==> config.mk <==
export PLATFORM = sky130hd
export DESIGN_NAME = cbt_encoder
export DESIGN_NICKNAME = d
export VERILOG_FILES = /design/src/cbt_pkg.sv /design/src/cbt_encoder.sv
export VERILOG_INCLUDE_DIRS = /design/src
export SDC_FILE = /design/constraint.sdc
export NUM_CORES = 1
export LEC_CHECK = 0
export ABC_AREA = 1
export BUFFER_PORTS_ARGS = -buffer_cell sky130_fd_sc_hd__buf_2
export CORE_MARGIN = 10
export CORE_UTILIZATION = 45
export DETAILED_ROUTE_END_ITERATION = 6
export PLACE_DENSITY = 0.67
export SLEW_MARGIN = 10
export SYNTH_ARGS = -nofsm -noshare
export SYNTH_HDL_FRONTEND = slang
export SYNTH_SLANG_ARGS = --single-unit
==> constraint.sdc <==
create_clock -name mclk -period 5.2 [get_ports mclk]
set_input_delay 0.26 -clock mclk [delete_from_list [all_inputs] [get_ports mclk]]
set_output_delay 0.26 -clock mclk [all_outputs]
set_load 0.01 [all_outputs]
==> src/cbt_params.svh <==
// Constants for the bus trace status encoder: offsets, fields, resets, times
`ifndef CBT_PARAMS_SVH
`define CBT_PARAMS_SVH
// =====================================================================
// Register offsets (byte addresses)
`define CBT_CTRL_OFS 8'h00
`define CBT_QUAL_OFS 8'h04
`define CBT_STAT_OFS 8'h08
// =====================================================================
// Control fields
`define CBT_CTRL_HALTSEL 0
`define CBT_CTRL_RESTART 1
`define CBT_CTRL_DLY_LO 2
`define CBT_CTRL_DLY_HI 3
`define CBT_CTRL_WAITCARE 4
`define CBT_CTRL_WAITVAL 5
`define CBT_CTRL_T1CARE 6
`define CBT_CTRL_T1VAL 7
`define CBT_CTRL_RST 8'h58
`define CBT_QUAL_RST 16'h0000
// =====================================================================
// Times
`define CBT_CLK_NS 10
`define CBT_PULSE_NS 160
`define CBT_PULSE_CYC ((`CBT_PULSE_NS + `CBT_CLK_NS - 1) / `CBT_CLK_NS)
`endif

==> src/cbt_pkg.sv <==
// Types shared by the bus trace status encoder
package cbt_pkg;
  // Raw socket pins, sampled as one vector
  typedef struct packed {
    logic procClk;
    logic addrLatch;
    logic ready;
    logic [2:0] busStatus;
    logic [1:0] qs;
    logic upperByteEnB;
    logic lowestAddrBit;
    logic maskableInterruptInput;
    logic nmi;
    logic hlda;
    logic minMax;
    logic [1:0] rqgt;
    logic [15:0] data;
  } cbt_pins_s;
  // Byte validity code
  typedef enum logic [1:0] {BV_LOW, BV_ERR, BV_WORD, BV_HIGH} cbt_valid_e;
  // One stored cycle
  typedef struct packed {
    logic [15:0] data;
    logic [3:0] status;
    cbt_valid_e valid;
    logic [2:0] queueDepth;
    logic irq;
  } cbt_sample_s;
  typedef enum logic [2:0] {
    HALT_IDLE, HALT_REQ, HALT_WAIT, HALT_HELD, HALT_REL
  } cbt_halt_e;
endpackage : cbt_pkg

==> src/cbt_encoder.sv <==
// Bus trace status encoder with AXI4-Lite control and halt sequencer
//
// Design decisions made here: the placing of the registers and the AXI4-Lite slave port.
`timescale 1ns/1ns
`default_nettype none
`include "cbt_params.svh"
module cbt_encoder
  import cbt_pkg::*;
#(
  parameter bit NARROW = 1'b0,
  parameter logic [2:0] MAXQ = NARROW ? 3'h4 : 3'h6
) (
  input wire logic mclk,
  input wire logic rst_b,
  input wire cbt_pins_s pins,
  input wire logic haltStrapEn,
  input wire logic trigIn,
  input wire logic acqFull,
  output cbt_sample_s sampleOut,
  output logic storeStrobe,
  output logic fetchFlagOut,
  output logic busGrantFlag,
  output logic rqgtOut,
  output logic rqgtOe,
  input wire logic [7:0] awaddr,
  input wire logic awvalid,
  output logic awready,
  input wire logic [31:0] wdata,
  input wire logic [3:0] wstrb,
  input wire logic wvalid,
  output logic wready,
  output logic [1:0] bresp,
  output logic bvalid,
  input wire logic bready,
  input wire logic [7:0] araddr,
  input wire logic arvalid,
  output logic arready,
  output logic [31:0] rdata,
  output logic [1:0] rresp,
  output logic rvalid,
  input wire logic rready
);
  localparam int PW = $bits(cbt_pins_s);
  localparam logic [4:0] PULSE = 5'(`CBT_PULSE_CYC);

  // ===================================================================
  // Pin synchroniser
  logic [PW-1:0] s1_q, s2_q, s3_q, stab_q;
  cbt_pins_s p;
  assign p = cbt_pins_s'(stab_q);
  // A bit moves only once the last two stages agree
  always_ff @(posedge mclk or negedge rst_b) begin
    if (!rst_b) begin
      s1_q <= '0;
      s2_q <= '0;
      s3_q <= '0;
      stab_q <= '0;
    end else begin
      s1_q <= pins;
      s2_q <= s1_q;
      s3_q <= s2_q;
      stab_q <= (s2_q & ~(s2_q ^ s3_q)) | (stab_q & (s2_q ^ s3_q));
    end
  end

  // ===================================================================
  // Processor clock edges and bus state count
  logic clkPrev_q;
  logic [1:0] busState_q;
  wire clkFall = clkPrev_q & ~p.procClk;
  // Saturating fall count; the latch fall counts as one, so that
  // delay two meets the fall that ends the third bus state
  always_ff @(posedge mclk or negedge rst_b) begin
    if (!rst_b) begin
      clkPrev_q <= 1'b0;
      busState_q <= 2'h0;
    end else begin
      clkPrev_q <= p.procClk;
      if (clkFall && p.addrLatch)
        busState_q <= 2'h1;
      else if (clkFall && busState_q != 2'h3 && p.ready)
        busState_q <= busState_q + 2'h1;
    end
  end

  // ===================================================================
  // Status decode
  wire ifetch = (p.busStatus == 3'b100);
  wire rdWr = ~p.busStatus[1];
  wire memIo = p.busStatus[2];
  wire upperEn = NARROW ? 1'b0 : ~p.upperByteEnB;
  wire addrOdd = p.lowestAddrBit;
  wire isFirstState = p.addrLatch;
  wire isWait = ~p.ready;

  // ===================================================================
  // Queue tracking: depth, opcode history, flush
  logic [2:0] qDepth_q;
  logic [1:0] opHist_q;
  logic flushPend_q;
  // Fetch sizes: one byte at odd address or on the narrow bus
  wire fetchPoint = clkFall && ifetch && busState_q == 2'h2 && p.ready;
  wire [3:0] fetchAdd = (NARROW || addrOdd) ? 4'h1 : 4'h2;
  wire [3:0] qSum = {1'b0, qDepth_q} + (fetchPoint ? fetchAdd : 4'h0);
  wire execOne = p.qs[0];
  wire [3:0] qExec = (execOne && qSum != 4'h0) ? qSum - 4'h1 : qSum;
  wire [2:0] qNext = (qExec > {1'b0, MAXQ}) ? MAXQ : qExec[2:0];
  // Queue moves on each processor clock
  always_ff @(posedge mclk or negedge rst_b) begin
    if (!rst_b) begin
      qDepth_q <= 3'h0;
      opHist_q <= 2'h0;
      flushPend_q <= 1'b0;
    end else if (clkFall) begin
      if (p.qs == 2'b10) begin
        qDepth_q <= 3'h0;
        opHist_q <= 2'h0;
        flushPend_q <= 1'b1;
      end else begin
        qDepth_q <= qNext;
        if (execOne)
          opHist_q <= {opHist_q[0], ~p.qs[1]};
        if (fetchPoint)
          flushPend_q <= 1'b0;
      end
    end
  end

  // ===================================================================
  // Multiplexed status lines and byte validity
  wire [3:0] statusLines = ifetch ?
    {1'b1, opHist_q[1], opHist_q[0], flushPend_q} :
    {1'b0, memIo, rdWr, upperEn};
  wire cbt_valid_e fetchValid = addrOdd ? BV_HIGH : BV_WORD;
  wire cbt_valid_e dataValid = cbt_valid_e'({upperEn, addrOdd});
  // Narrow bus data lands in the lane of its address
  wire [15:0] laneData = !NARROW ? p.data :
    (addrOdd ? {p.data[7:0], 8'h00} : {8'h00, p.data[7:0]});

  // ===================================================================
  // Grant tracking per request/grant channel
  logic [1:0] rgPrev_q;
  logic [1:0] phase_q [2];
  logic [1:0] granted;
  genvar g;
  generate
    for (g = 0; g < 2; g++) begin : gCh
      // Each low pulse steps request, grant, release
      always_ff @(posedge mclk or negedge rst_b) begin
        if (!rst_b) begin
          // Matches the synchroniser's reset level: no false fall
          rgPrev_q[g] <= 1'b0;
          phase_q[g] <= 2'h0;
        end else begin
          rgPrev_q[g] <= p.rqgt[g];
          if (rgPrev_q[g] && !p.rqgt[g])
            phase_q[g] <= (phase_q[g] == 2'h2) ? 2'h0 : phase_q[g] + 2'h1;
        end
      end
      assign granted[g] = (phase_q[g] == 2'h2);
    end
  endgenerate
  wire grantNow = p.minMax ? p.hlda : |granted;

  // ===================================================================
  // Registers
  logic [7:0] ctrl_q;
  logic [15:0] qual_q;
  logic restart_q;
  logic strapEn_q, strapDone_q;
  wire [1:0] delaySet = ctrl_q[`CBT_CTRL_DLY_HI:`CBT_CTRL_DLY_LO];

  // ===================================================================
  // Storage qualification
  wire [5:0] qualLines = {isWait, isFirstState, grantNow, ifetch, grantNow,
                          p.minMax};
  wire qualOk = &(~qual_q[13:8] | ~(qualLines ^ qual_q[5:0]));
  wire synthOk =
    (!ctrl_q[`CBT_CTRL_WAITCARE] || isWait == ctrl_q[`CBT_CTRL_WAITVAL]) &&
    (!ctrl_q[`CBT_CTRL_T1CARE] || isFirstState == ctrl_q[`CBT_CTRL_T1VAL]);
  // Delay zero stores every clock; otherwise the counted bus state
  wire delayOk = (delaySet == 2'h0) ||
                 (busState_q == delaySet);
  wire storeNow = clkFall && delayOk && synthOk && qualOk;

  // Stored cycle: data, four status lines, validity, depth, request
  always_ff @(posedge mclk or negedge rst_b) begin
    if (!rst_b) begin
      sampleOut <= '0;
      storeStrobe <= 1'b0;
      fetchFlagOut <= 1'b0;
      busGrantFlag <= 1'b0;
    end else begin
      storeStrobe <= storeNow;
      fetchFlagOut <= ifetch;
      busGrantFlag <= grantNow;
      if (storeNow) begin
        sampleOut.data <= laneData;
        sampleOut.status <= statusLines;
        sampleOut.valid <= ifetch ? fetchValid : dataValid;
        sampleOut.queueDepth <= qDepth_q;
        sampleOut.irq <= p.maskableInterruptInput | p.nmi;
      end
    end
  end

  // ===================================================================
  // Strap capture after reset release
  always_ff @(posedge mclk or negedge rst_b) begin
    if (!rst_b) begin
      strapEn_q <= 1'b0;
      strapDone_q <= 1'b0;
    end else if (!strapDone_q) begin
      strapEn_q <= haltStrapEn;
      strapDone_q <= 1'b1;
    end
  end

  // ===================================================================
  // Halt sequencer
  cbt_halt_e halt_q;
  logic [4:0] pulseCnt_q;
  logic trigSeen_q;
  wire haltOn = strapEn_q && ctrl_q[`CBT_CTRL_HALTSEL];
  wire driving = (halt_q == HALT_REQ) || (halt_q == HALT_REL);
  // Drives channel 0 low for one link period per pulse
  always_ff @(posedge mclk or negedge rst_b) begin
    if (!rst_b) begin
      halt_q <= HALT_IDLE;
      pulseCnt_q <= 5'h0;
      trigSeen_q <= 1'b0;
      rqgtOe <= 1'b0;
      rqgtOut <= 1'b0;
    end else begin
      rqgtOe <= driving && pulseCnt_q != PULSE - 5'h1;
      rqgtOut <= 1'b0; // Open drain: we only ever pull the line low
      pulseCnt_q <= driving ? pulseCnt_q + 5'h1 : 5'h0;
      unique case (halt_q)
        HALT_IDLE: begin
          if (trigIn && haltOn)
            trigSeen_q <= 1'b1;
          if (trigSeen_q && acqFull && haltOn)
            halt_q <= HALT_REQ;
        end
        HALT_REQ:
          if (pulseCnt_q == PULSE - 5'h1)
            halt_q <= HALT_WAIT;
        // A locked sequence may hold off the grant for long
        HALT_WAIT:
          if (phase_q[0] == 2'h2)
            halt_q <= HALT_HELD;
        HALT_HELD:
          if (restart_q)
            halt_q <= HALT_REL;
        HALT_REL:
          if (pulseCnt_q == PULSE - 5'h1) begin
            halt_q <= HALT_IDLE;
            trigSeen_q <= 1'b0;
          end
        default:
          halt_q <= HALT_IDLE;
      endcase
    end
  end

  // ===================================================================
  // AXI4-Lite slave: address and data taken in either order
  logic awHave_q, wHave_q;
  logic [7:0] awAddr_q;
  logic [31:0] wData_q;
  logic [3:0] wStrb_q;
  wire doWrite = awHave_q && wHave_q && !bvalid;
  wire wrCtrl = awAddr_q == `CBT_CTRL_OFS;
  wire wrQual = awAddr_q == `CBT_QUAL_OFS;
  wire wrOk = wrCtrl || wrQual || awAddr_q == `CBT_STAT_OFS;
  wire [31:0] statWord = {23'h0, halt_q, qDepth_q, strapEn_q,
                          busGrantFlag, trigSeen_q};
  wire rdOk = araddr == `CBT_CTRL_OFS || araddr == `CBT_QUAL_OFS ||
              araddr == `CBT_STAT_OFS;
  wire [31:0] rdMux = (araddr == `CBT_CTRL_OFS) ? {24'h0, ctrl_q} :
                      (araddr == `CBT_QUAL_OFS) ? {16'h0, qual_q} :
                      (araddr == `CBT_STAT_OFS) ? statWord : 32'h0;
  assign awready = !awHave_q;
  assign wready = !wHave_q;
  assign arready = !rvalid;

  // Write channels and register updates
  always_ff @(posedge mclk or negedge rst_b) begin
    if (!rst_b) begin
      awHave_q <= 1'b0;
      wHave_q <= 1'b0;
      awAddr_q <= 8'h00;
      wData_q <= 32'h0;
      wStrb_q <= 4'h0;
      bvalid <= 1'b0;
      bresp <= 2'b00;
      ctrl_q <= `CBT_CTRL_RST;
      qual_q <= `CBT_QUAL_RST;
      restart_q <= 1'b0;
    end else begin
      restart_q <= 1'b0;
      if (awvalid && !awHave_q) begin
        awHave_q <= 1'b1;
        awAddr_q <= awaddr;
      end
      if (wvalid && !wHave_q) begin
        wHave_q <= 1'b1;
        wData_q <= wdata;
        wStrb_q <= wstrb;
      end
      if (doWrite) begin
        awHave_q <= 1'b0;
        wHave_q <= 1'b0;
        bvalid <= 1'b1;
        bresp <= wrOk ? 2'b00 : 2'b11;
        if (wrCtrl && wStrb_q[0]) begin
          ctrl_q <= wData_q[7:0] & 8'hfd;
          restart_q <= wData_q[`CBT_CTRL_RESTART];
        end
        if (wrQual && wStrb_q[0])
          qual_q[7:0] <= wData_q[7:0] & 8'h3f;
        if (wrQual && wStrb_q[1])
          qual_q[15:8] <= wData_q[15:8] & 8'h3f;
      end else if (bvalid && bready) begin
        bvalid <= 1'b0;
      end
    end
  end

  // Read channel
  always_ff @(posedge mclk or negedge rst_b) begin
    if (!rst_b) begin
      rvalid <= 1'b0;
      rdata <= 32'h0;
      rresp <= 2'b00;
    end else if (arvalid && !rvalid) begin
      rvalid <= 1'b1;
      rdata <= rdMux;
      rresp <= rdOk ? 2'b00 : 2'b11;
    end else if (rvalid && rready) begin
      rvalid <= 1'b0;
    end
  end
endmodule : cbt_encoder
`default_nettype wire

==> results of run 1 <==
==> path summary, 6_finish.rpt <==
check	end	depth (start not counted)	slack, ns
setup reg to reg	qDepth_q[0]	16	2.38
hold / removal	awAddr_q[2]	3	0.02
setup / recovery	qDepth_q[0]	16	2.38
min in group asynchronous	async pin	2	0.42
max in group asynchronous	phase_q[2]	3	3.59
hold reg to reg	s2_q[23]	0	0.35
==> metal layers <==
metal | up-vias | track usage
met4 | 0 | 0.04385
met5 | - | 0
met1 | 2885 | 0.1788
li1 | 3016 | -
met3 | 23 | 0.02856
met2 | 116 | 0.2386
==> kinds of logic (layout without fill, tap and decap cells) <==
kind of cell	Yosys count	in the layout
compound gates	73	73
simple gates	320	320
buf+inv	117	311
other cells	2	21
flops	248	248
mux	13	13
fa+ha+maj	41	41
xor+xnor	1	1
==> layout make-up <==
class                   count  area (sq um)
clock buffers              37         773.2
fillers                  1688          8668
diodes                      1         2.502
clock inverters             8         98.84
repair buffers            185          1241
flip-flops and latches    248          6210
multi-input cells         468          2469
well taps                 270         337.8
inverters                  81         304.0
==> cell usage after synthesis, drive strengths merged <==
master	instances
a211oi	1
a21oi	22
a22o	1
a22oi	1
a32oi	1
and3	1
buf	30
clkbuf	6
clkinv	1
conb	2
dfrtp	245
dfstp	3
fa	1
ha	8
inv	80
maj3	32
mux2	13
nand2	187
nand3	39
nand3b	1
nand4	35
nor2	51
nor3	3
o21ai	45
o31a	1
o31ai	1
or2	3
xor2	1
==> power by group <==
part	switching (mW)	internal, mW
clock	0.722	1.13
combinational	0.695	0.445
sequential	0.249	2.31
total	1.67	3.89
==> stage by stage <==
step | cells | worst slack, ns | hold slack [ns]
after floorplan | 833 | 2.743 | -0.03559
after global placement | 1194 | 2.466 | 0.3314
after detailed placement | 1194 | 2.365 | 0.3347
after CTS | 1297 | 2.358 | 0.003414
after global routing | 1298 | 2.015 | 0.01089
final | 1298 | 2.379 | 0.02409
==> cell usage in the layout, fill, tap and decap left out, types with 8 or more instances in the layout <==
cell             n
ha_1             8
dlygate4sd3_1   58
dfrtp_1        245
nand3_1         36
mux2_2          13
inv_1           79
o21ai_0         45
a21oi_1         22
conb_1          20
maj3_1          32
nor2_1          49
nand2_1        187
buf_2          125
nand4_1         34
clkbuf_16       27
==> what timing repair did <==
| item | in CTS | in global routing |
|---|---|---|
| endpoints found under the hold margin | 181 | 0 |
| resized for setup | 0 | 0 |
| hold buffers | 58 | 0 |
==> worst max-delay path, cell delays in order, from the launching register on <==
cell and delay, ns:
dfrtp_1 0.41, nor2_1 0.14, nand2_1 0.11, inv_1 0.18
nand4_1 0.17, nor2_1 0.13, ha_1 0.19, fa_1 0.46
inv_1 0.12, ha_1 0.15, nand3_1 0.14, nand2_1 0.18
inv_1 0.06, nand2_1 0.06, nand2_1 0.08, nand3_1 0.09
nand2_1 0.05
==> results.md, run 1 <==
- Status: finished, final reports clean
- CP endpoint kind: flop
- Synth Area in XOR/XNOR: 0.0009577
- Clock root buffer: clkbuf_16
- DR vias: 6,040
- Achievable Freq: 354.5 MHz
- TNS Setup: 0 ns
- Row Count: 52
- Drt pass-1 iters: 4
- Relative slew slack: 0.3860
- Cts bufs inserted: 26
- Adder-cell share of the synthesized area: 0.04816
- IO Port Bufs: 126
- WL met1: 8405 um
- Cell Pwr Density: 485.5 nW/um^2
- Worst Setup Start Kind: flop
- Final instance area: 11,440 sq um
- Syn-to-layout area delta: 25.05%
- Synthesis-stage register bit count: 248
- # DRC: 0
- Synth top area share: 0.6704
- Die X: 162.6 um
- Iteration-0 DRC Markers: 304
- Largest family of logic cells by synthesized area: simple AND/OR/NAND/NOR gates
- WL met3: 867 um
- CTS tree: done
- Initial antenna violation count: 1
- Hpwl dp: 12,530 um
- Core area: 20,100 sq um
- # setup viols final: 0
- Vias in the first global route: 6,313
- VDD IR max: 0.2683 mV
- Mapped Area: 9145 sq um
- Yosys cell types: 37
- Boundary Pins: 166
- Final Core Density: 0.5688
- Met2 WL: 9079 um
- Global-route wire length before repair: 31,170 um
- Clock Path Buffers: 3
- WL per Instance: 14.39 um
- Max Cap Viol: 0
- Final Skew: 0.01667 ns
- Hold Vio Cnt, Final: 0
- Fin nets: 1,113
- Critical Path RT: 5.60 ns
- Critical path arrival: 3.22 ns
- Area after DPL: 9981 sq um
- HP Start: awaddr[2]
- Syn Area/Cell: 11.22 sq um
- Synthesized instance count: 815
- Register area share after synthesis: 0.6790
- Slew Limit Fails: 0
- Layout cells sized above 1: 0.1889
- H-Tree Depth: 1
- CTS clk-pin slew, worst paths: 0.06 ns
- Post-CTS Repair Setup Buffers: 0
- Antenna-violating nets left: 0
- Worst Hold Class: input port to flop
- DIE HEIGHT: 162.6 um
- Most area-consuming cells after synthesis: dfrtp_1, nand2_1, maj3_1, inv_1, o21ai_0
- Min Tclk post-route: 2.821 ns
- Post-synthesis mux area share: 0.01601
- Leak: 5.752 nW
- Post-synth top area cell: dfrtp_1
- Max FO, Critical Path: 7
- Top Layer Used: met4
- Die area: 26,420 sq um
- Vias per cell: 4.653
- Largest net degree at the start of global routing: 126
- Compound-Gate Fraction of Synth Area: 0.04200
- Initial Utilization: 0.4549
- Part of the cycle the worst path needs: 0.5425
- Num Clock Sinks: 248
- Placer Congestion: 0.8116
- Ys Warns: 0
- WL final: 18,680 um
- Total power: 5.552 mW
- Worst Max-Slew Pin Slew: 0.9188 ns
- Simple-gate area share of the yosys netlist: 0.1546
- Crit Path Class: flop to flop
- Unrepaired setup endpoints after global routing: no
- Worst-Skew Late Latency: 0.52 ns
- Gr usage total: 0.1410
- GR Overflow Total: 0
Note: power is estimated with default switching activity, not from simulation.
==> inputs of run 2 (changes only) <==
--- a/config.mk
+++ b/config.mk
@@ -11,7 +11,7 @@
 export CORE_MARGIN = 10
 export CORE_UTILIZATION = 45
 export DETAILED_ROUTE_END_ITERATION = 6
-export PLACE_DENSITY = 0.67
+export PLACE_DENSITY = 0.69
 export SLEW_MARGIN = 10
 export SYNTH_ARGS = -nofsm -noshare
 export SYNTH_HDL_FRONTEND = slang
==> constraint.sdc (replaced) <==
create_clock -name mclk -period 2.5 [get_ports mclk]
set_input_delay 0.125 -clock mclk [delete_from_list [all_inputs] [get_ports mclk]]
set_output_delay 0.125 -clock mclk [all_outputs]
set_load 0.01 [all_outputs]
==> run 2 against run 1 <==
Net effect:
- largest power group unchanged
- critical path depth did not move
- fmax rose by 13%
- non-clock buffer count rose by 24
==> results.md, run 2 (synthesized netlist as in run 1, its figures left out) <==
- Boundary Pins: 166
- Crit Path Class: flop to flop
- # setup viols final: 0
- Antenna-violating nets left: 0
- Unrepaired setup endpoints after global routing: yes
- Max Cap Viol: 0
- Die X: 162.6 um
- Cell Pwr Density: 1001 nW/um^2
- Reg-to-Reg End: qDepth_q[0]
- Min Tclk post-route: 2.497 ns
- Cts bufs inserted: 25
- Fin cells: 1,323
- H-Tree Depth: 1
- FILL cells: 1,680
- Gr usage total: 0.1477
- Final Skew: 0.01249 ns
- CTS clk-pin slew, worst paths: 0.06 ns
- Largest net degree at the start of global routing: 90
- DIE HEIGHT: 162.6 um
- Part of the cycle the worst path needs: 0.9989
- Worst path slowest cell: fa_1
- CP peak stage delay: 0.45 ns
- IO Port Bufs: 126
- Hpwl dp: 13,140 um
- Sw frac: 0.3006
- GR Overflow Total: 0
- TNS Setup: 0 ns
- Hold Vio Cnt, Final: 0
- Most common cell on crit path: nand2_1
- Clock Path Buffers: 3
- DR vias: 6,177
- Worst Setup Start Kind: flop
- R2R depth: 16
- Initial antenna violation count: 1
- Seq pwr share: 0.452
- Vias per cell: 4.669
- Final Core Density: 0.5826
- # DRC: 0
- Die area: 26,420 sq um
- Clock root buffer: clkbuf_16
- CP endpoint kind: flop
- Final hold slack: 0.07509 ns
- Global-route wire length before repair: 32,410 um
- Reg2Reg Setup Slack: 0.003 ns
- Crit path max-delay family: simple AND/OR/NAND/NOR gates
- Worst Hold Class: input port to flop
- Drt pass-1 iters: 5
- Clock power share: 0.326
- Leak: 5.879 nW
- Worst Max-Slew Pin Slew: 0.6782 ns
- Most frequent cells in the layout: dfrtp_1, nand2_1, buf_2
- Critical Path RT: 2.95 ns
- HP Start: acqFull
- Critical path arrival: 2.95 ns
- Num Clock Sinks: 248
- Core area: 20,100 sq um
- Status: finished, final reports clean
- Syn-to-layout area delta: 28.09%
- Part of the power in combinational logic: 0.222
- Commonest non-fill, non-tap cell in the layout: dfrtp_1
- Placed Cells: 1,212
- Worst-Skew Late Latency: 0.51 ns
- Worst hold path depth: 5
- Slew Limit Fails: 0
- CTS tree: done
- Vias in the first global route: 6,424
- WL final: 19,460 um
- Relative slew slack: 0.5479
- VDD IR max: 0.4620 mV
- CP cell instances: nor2_2 -> nand2_1 -> inv_1 -> nand4_1 -> nor2_1 -> ha_2 -> fa_1 -> inv_2 -> ha_4 -> nand3_4 -> buf_4 -> nand3_1 -> nand2_1 -> nor2_1 -> nand3_1 -> nand2_1
- Achievable Freq: 400.4 MHz
- Fin nets: 1,136
- Layout cells sized above 1: 0.2158
- Max FO, Critical Path: 4
- Net Sw Power: 3.527 mW
- Hold Path Sink: halt_q[1]
- CP bufs+invs: 3
- Iteration-0 DRC Markers: 365
- WL per Instance: 14.71 um
- Row Count: 52
- Initial Utilization: 0.4549
- Pint: 8.204 mW
- Placer Congestion: 0.8289
-- run 2: through the flow --
stage	area, sq um	total power [mW]	setup slack, ns
floorplan	9213	6.857	0.04295
global placement	10140	7.694	-0.01829
detailed placement	10140	7.785	-0.06347
CTS	11650	11.76	0.009608
global route	11710	12.47	-0.2214
finish	11710	11.73	0.002748
-- run 2: what timing repair did --
| item | in CTS | in global routing |
|---|---|---|
| gates resized for setup | 5 | 10 |
| setup endpoints to repair | 3 | 3 |
| pin swaps | 2 | 9 |
| hold buffers | 62 | 0 |
| buffers inserted | 0 | 2 |
| hold endpoints to repair | 146 | 0 |
-- run 2: power groups by stage --
| stage | Combinational [mW] | Clock [mW] | Sequential, mW |
|---|---|---|---|
| after floorplan | 1.49 | 0 | 5.36 |
| after global placement | 2.36 | 0 | 5.33 |
| after detailed placement | 2.42 | 0 | 5.36 |
| after CTS | 2.54 | 3.92 | 5.30 |
| after global routing | 2.96 | 4.11 | 5.40 |
| final | 2.60 | 3.83 | 5.30 |
-- run 2: per-layer routing --
metal | wire length, um | track usage
met4 | 219 | 0.03402
met2 | 9868 | 0.2545
met1 | 8427 | 0.1899
met3 | 941 | 0.02730
met5 | 0 | 0
-- run 2: final cells by class --
cell class                      count  area, sq um  share of cell area
Sequential cell                   248         6210              0.5301
Multi-Input combinational cell    468         2526              0.2157
Timing Repair Buffer              209         1456              0.1243
Clock buffer                       38        774.5             0.06612
Tap cell                          270        337.8             0.02884
Inverter                           81        304.0             0.02596
Clock inverter                      8        102.6            0.008759
Antenna cell                        1        2.502           0.0002136
-- run 2: how the worst max path moves through the flow --
| stage | start | to | slack, ns | depth (start not counted) |
|---|---|---|---|---|
| 2_1_floorplan | flop | qDepth_q[0] | 0.04 | 16 |
| 3_3_place_gp | flop | qDepth_q[0] | -0.02 | 16 |
| 3_5_place_dp | flop | qDepth_q[0] | -0.06 | 16 |
| 4_1_cts | flop | qDepth_q[0] | 0.01 | 16 |
| 5_1_grt | flop | qDepth_q[2] | -0.22 | 17 |
| 6_report | flop | qDepth_q[0] | 0.003 | 16 |
-- run 2: worst register-to-register path: stages, from the launching register on --
cell and delay (ns):
dfrtp_1 0.39, nor2_2 0.13, nand2_1 0.08, inv_1 0.07
nand4_1 0.14, nor2_1 0.13, ha_2 0.20, fa_1 0.45
inv_2 0.12, ha_4 0.15, nand3_4 0.09, buf_4 0.16
nand3_1 0.05, nand2_1 0.06, nor2_1 0.08, nand3_1 0.08
nand2_1 0.06
==> inputs of run 3 (changes only) <==
--- a/config.mk
+++ b/config.mk
@@ -9,9 +9,9 @@
 export ABC_AREA = 1
 export BUFFER_PORTS_ARGS = -buffer_cell sky130_fd_sc_hd__buf_2
 export CORE_MARGIN = 10
-export CORE_UTILIZATION = 45
+export CORE_UTILIZATION = 50
 export DETAILED_ROUTE_END_ITERATION = 6
-export PLACE_DENSITY = 0.69
+export PLACE_DENSITY = 0.76
 export SLEW_MARGIN = 10
 export SYNTH_ARGS = -nofsm -noshare
 export SYNTH_HDL_FRONTEND = slang
==> run 3 against run 2 <==
Net effect:
- clock power is essentially flat
- fmax grew 0.43%
- total power grew 0.19%
- global-route usage grew 1.8 points
- worst setup slack gained 0.011 ns
- core utilization grew 6.9 points
- combinational power is essentially flat
==> results.md, run 3 (synthesized netlist as in run 1, its figures left out) <==
- Pint: 8.189 mW
- Vias per cell: 4.935
- Fin nets: 1,146
- Sw frac: 0.3033
- Leak: 5.906 nW
- Critical path arrival: 2.90 ns
- Clock Path Buffers: 3
- Achievable Freq: 402.2 MHz
- Met1 Use GR: 0.2071
- Relative slew slack: 0.4628
- Gr usage total: 0.1655
- Worst Setup Start Kind: flop
- FILL cells: 1,353
- Met2 Track Usage GR: 0.2794
- Status: finished, final reports clean
- Final Skew: 0.007785 ns
- IO Port Bufs: 126
- Cts bufs inserted: 25
- Final hold slack: 0.04074 ns
- Largest net degree at the start of global routing: 78
- Fin cells: 1,292
- Critical Path End: qDepth_q[0]
- VDD IR max: 0.5600 mV
- Slew Limit Fails: 0
- Vias in the first global route: 6,669
- Initial Utilization: 0.5091
- Placed Cells: 1,169
- Max FO, Critical Path: 3
- CP endpoint kind: flop
- CTS tree: done
- DP Worst Slack: -0.1580 ns
- Seq pwr share: 0.452
- R2R depth: 14
- Net Sw Power: 3.565 mW
- Unrepaired setup endpoints after global routing: yes
- DIE HEIGHT: 155.2 um
- Core area: 17,960 sq um
- Clock power share: 0.325
- WL final: 19,940 um
- Drt pass-1 iters: 5
- Sequential cell area: 6210 sq um
- WL per Instance: 15.44 um
- Max Cap Viol: 0
- H-Tree Depth: 1
- Reg-to-Reg End: qDepth_q[0]
- Antenna-violating nets left: 0
- Hold Vio Cnt, Final: 0
- Min Tclk post-route: 2.487 ns
- Global-route wire length before repair: 33,090 um
- Crit Path Class: flop to flop
- Hpwl dp: 13,010 um
- Worst setup margin: 0.01341 ns
- Cell Pwr Density: 1004 nW/um^2
- Met3 usage: 0.03198
- DR vias: 6,376
- Placer Congestion: 0.8444
- # DRC: 0
- Reg2Reg Setup Slack: 0.01 ns
- Initial antenna violation count: 1
- Part of the power in combinational logic: 0.222
- Syn-to-layout area delta: 28.02%
- # setup viols final: 0
- CTS clk-pin slew, worst paths: 0.06 ns
- Num Clock Sinks: 248
- Iteration-0 DRC Markers: 376
- Layout cells sized above 1: 0.2241
- Commonest non-fill, non-tap cell in the layout: dfrtp_1
- Critical Path RT: 2.91 ns
- Final instance area: 11,710 sq um
- Die X: 155.2 um
- Boundary Pins: 166
- GR Overflow Total: 0
- Worst Max-Slew Pin Slew: 0.8039 ns
- Part of the cycle the worst path needs: 0.9946
- Die area: 24,100 sq um
- Final Core Density: 0.6517
- Most frequent cells in the layout: dfrtp_1, nand2_1, buf_2
- Area after DPL: 10,060 sq um
- Worst-Skew Late Latency: 0.51 ns
- Multi-input combinational cell area: 2527 sq um
- Busiest layer in global routing: met2
- Row Count: 49
- Clock root buffer: clkbuf_16
- Worst Hold Class: input port to flop
==> run 3: cell type report <==
| class | count | area share |
|---|---|---|
| sequential | 248 | 0.5304 |
| multi-input combinational | 468 | 0.2159 |
| timing repair buffer | 219 | 0.1295 |
| clock buffer | 37 | 0.06241 |
| inverter | 81 | 0.02597 |
| tap | 229 | 0.02447 |
| clock inverter | 9 | 0.01111 |
| antenna | 1 | 0.0002137 |
==> run 3: timing repair <==
item | in CTS | in global routing
hold buffers | 61 | 0
endpoints found under the setup margin | 3 | 4
endpoints found under the hold margin | 133 | 0
setup buffers | 14 | 3
pin swaps | 4 | 8
gates cloned | 0 | 0
gates resized for setup | 6 | 11
==> run 3: stage by stage <==
| step | setup TNS, ns | power, mW |
|---|---|---|
| detailed placement | -0.4629 | 7.780 |
| finish | 0 | 11.75 |
| CTS | 0 | 11.78 |
| global route | -0.4287 | 12.48 |
| global placement | 0 | 7.662 |
| floorplan | 0 | 6.857 |
==> run 3: per-layer routing <==
metal  share of wire  routed length [um]
met1            0.42                8452
met4           0.029                 580
met3           0.047                 938
met2            0.50                9972
met5               0                   0
==> run 3: power by group through the flow <==
stage / Clock, mW / Sequential, mW / Combinational (mW)
6_report: 3.82 / 5.32 / 2.61
5_1_grt: 4.09 / 5.42 / 2.97
4_1_cts: 3.92 / 5.31 / 2.55
3_5_place_dp: 0 / 5.36 / 2.42
3_3_place_gp: 0 / 5.33 / 2.33
2_1_floorplan: 0 / 5.36 / 1.49
==> run 3: worst min-delay path by stage <==
stage / from / endpoint / slack, ns / depth (start not counted)
CTS: trigIn / trigSeen_q / 0.02 / 4
floorplan: rst_b / async pin / -0.17 / 0
global placement: rst_b / awAddr_q[5] / 0.14 / 1
finish: trigIn / trigSeen_q / 0.04 / 4
global route: trigIn / trigSeen_q / 0.07 / 4
detailed placement: rst_b / bvalid / 0.15 / 1
==> run 3: worst max-delay path, cell delays in order (launching register included) <==
cell and delay (ns):
dfrtp_1 0.39, nor2_2 0.15, nand2_2 0.08, inv_2 0.05, nand4_1 0.13, nor2_1 0.14
ha_2 0.20, fa_1 0.44, inv_2 0.11, ha_2 0.27, nand3b_1 0.17, nand2_2 0.10
nand2_2 0.06, nand3_2 0.05, nand2_1 0.05
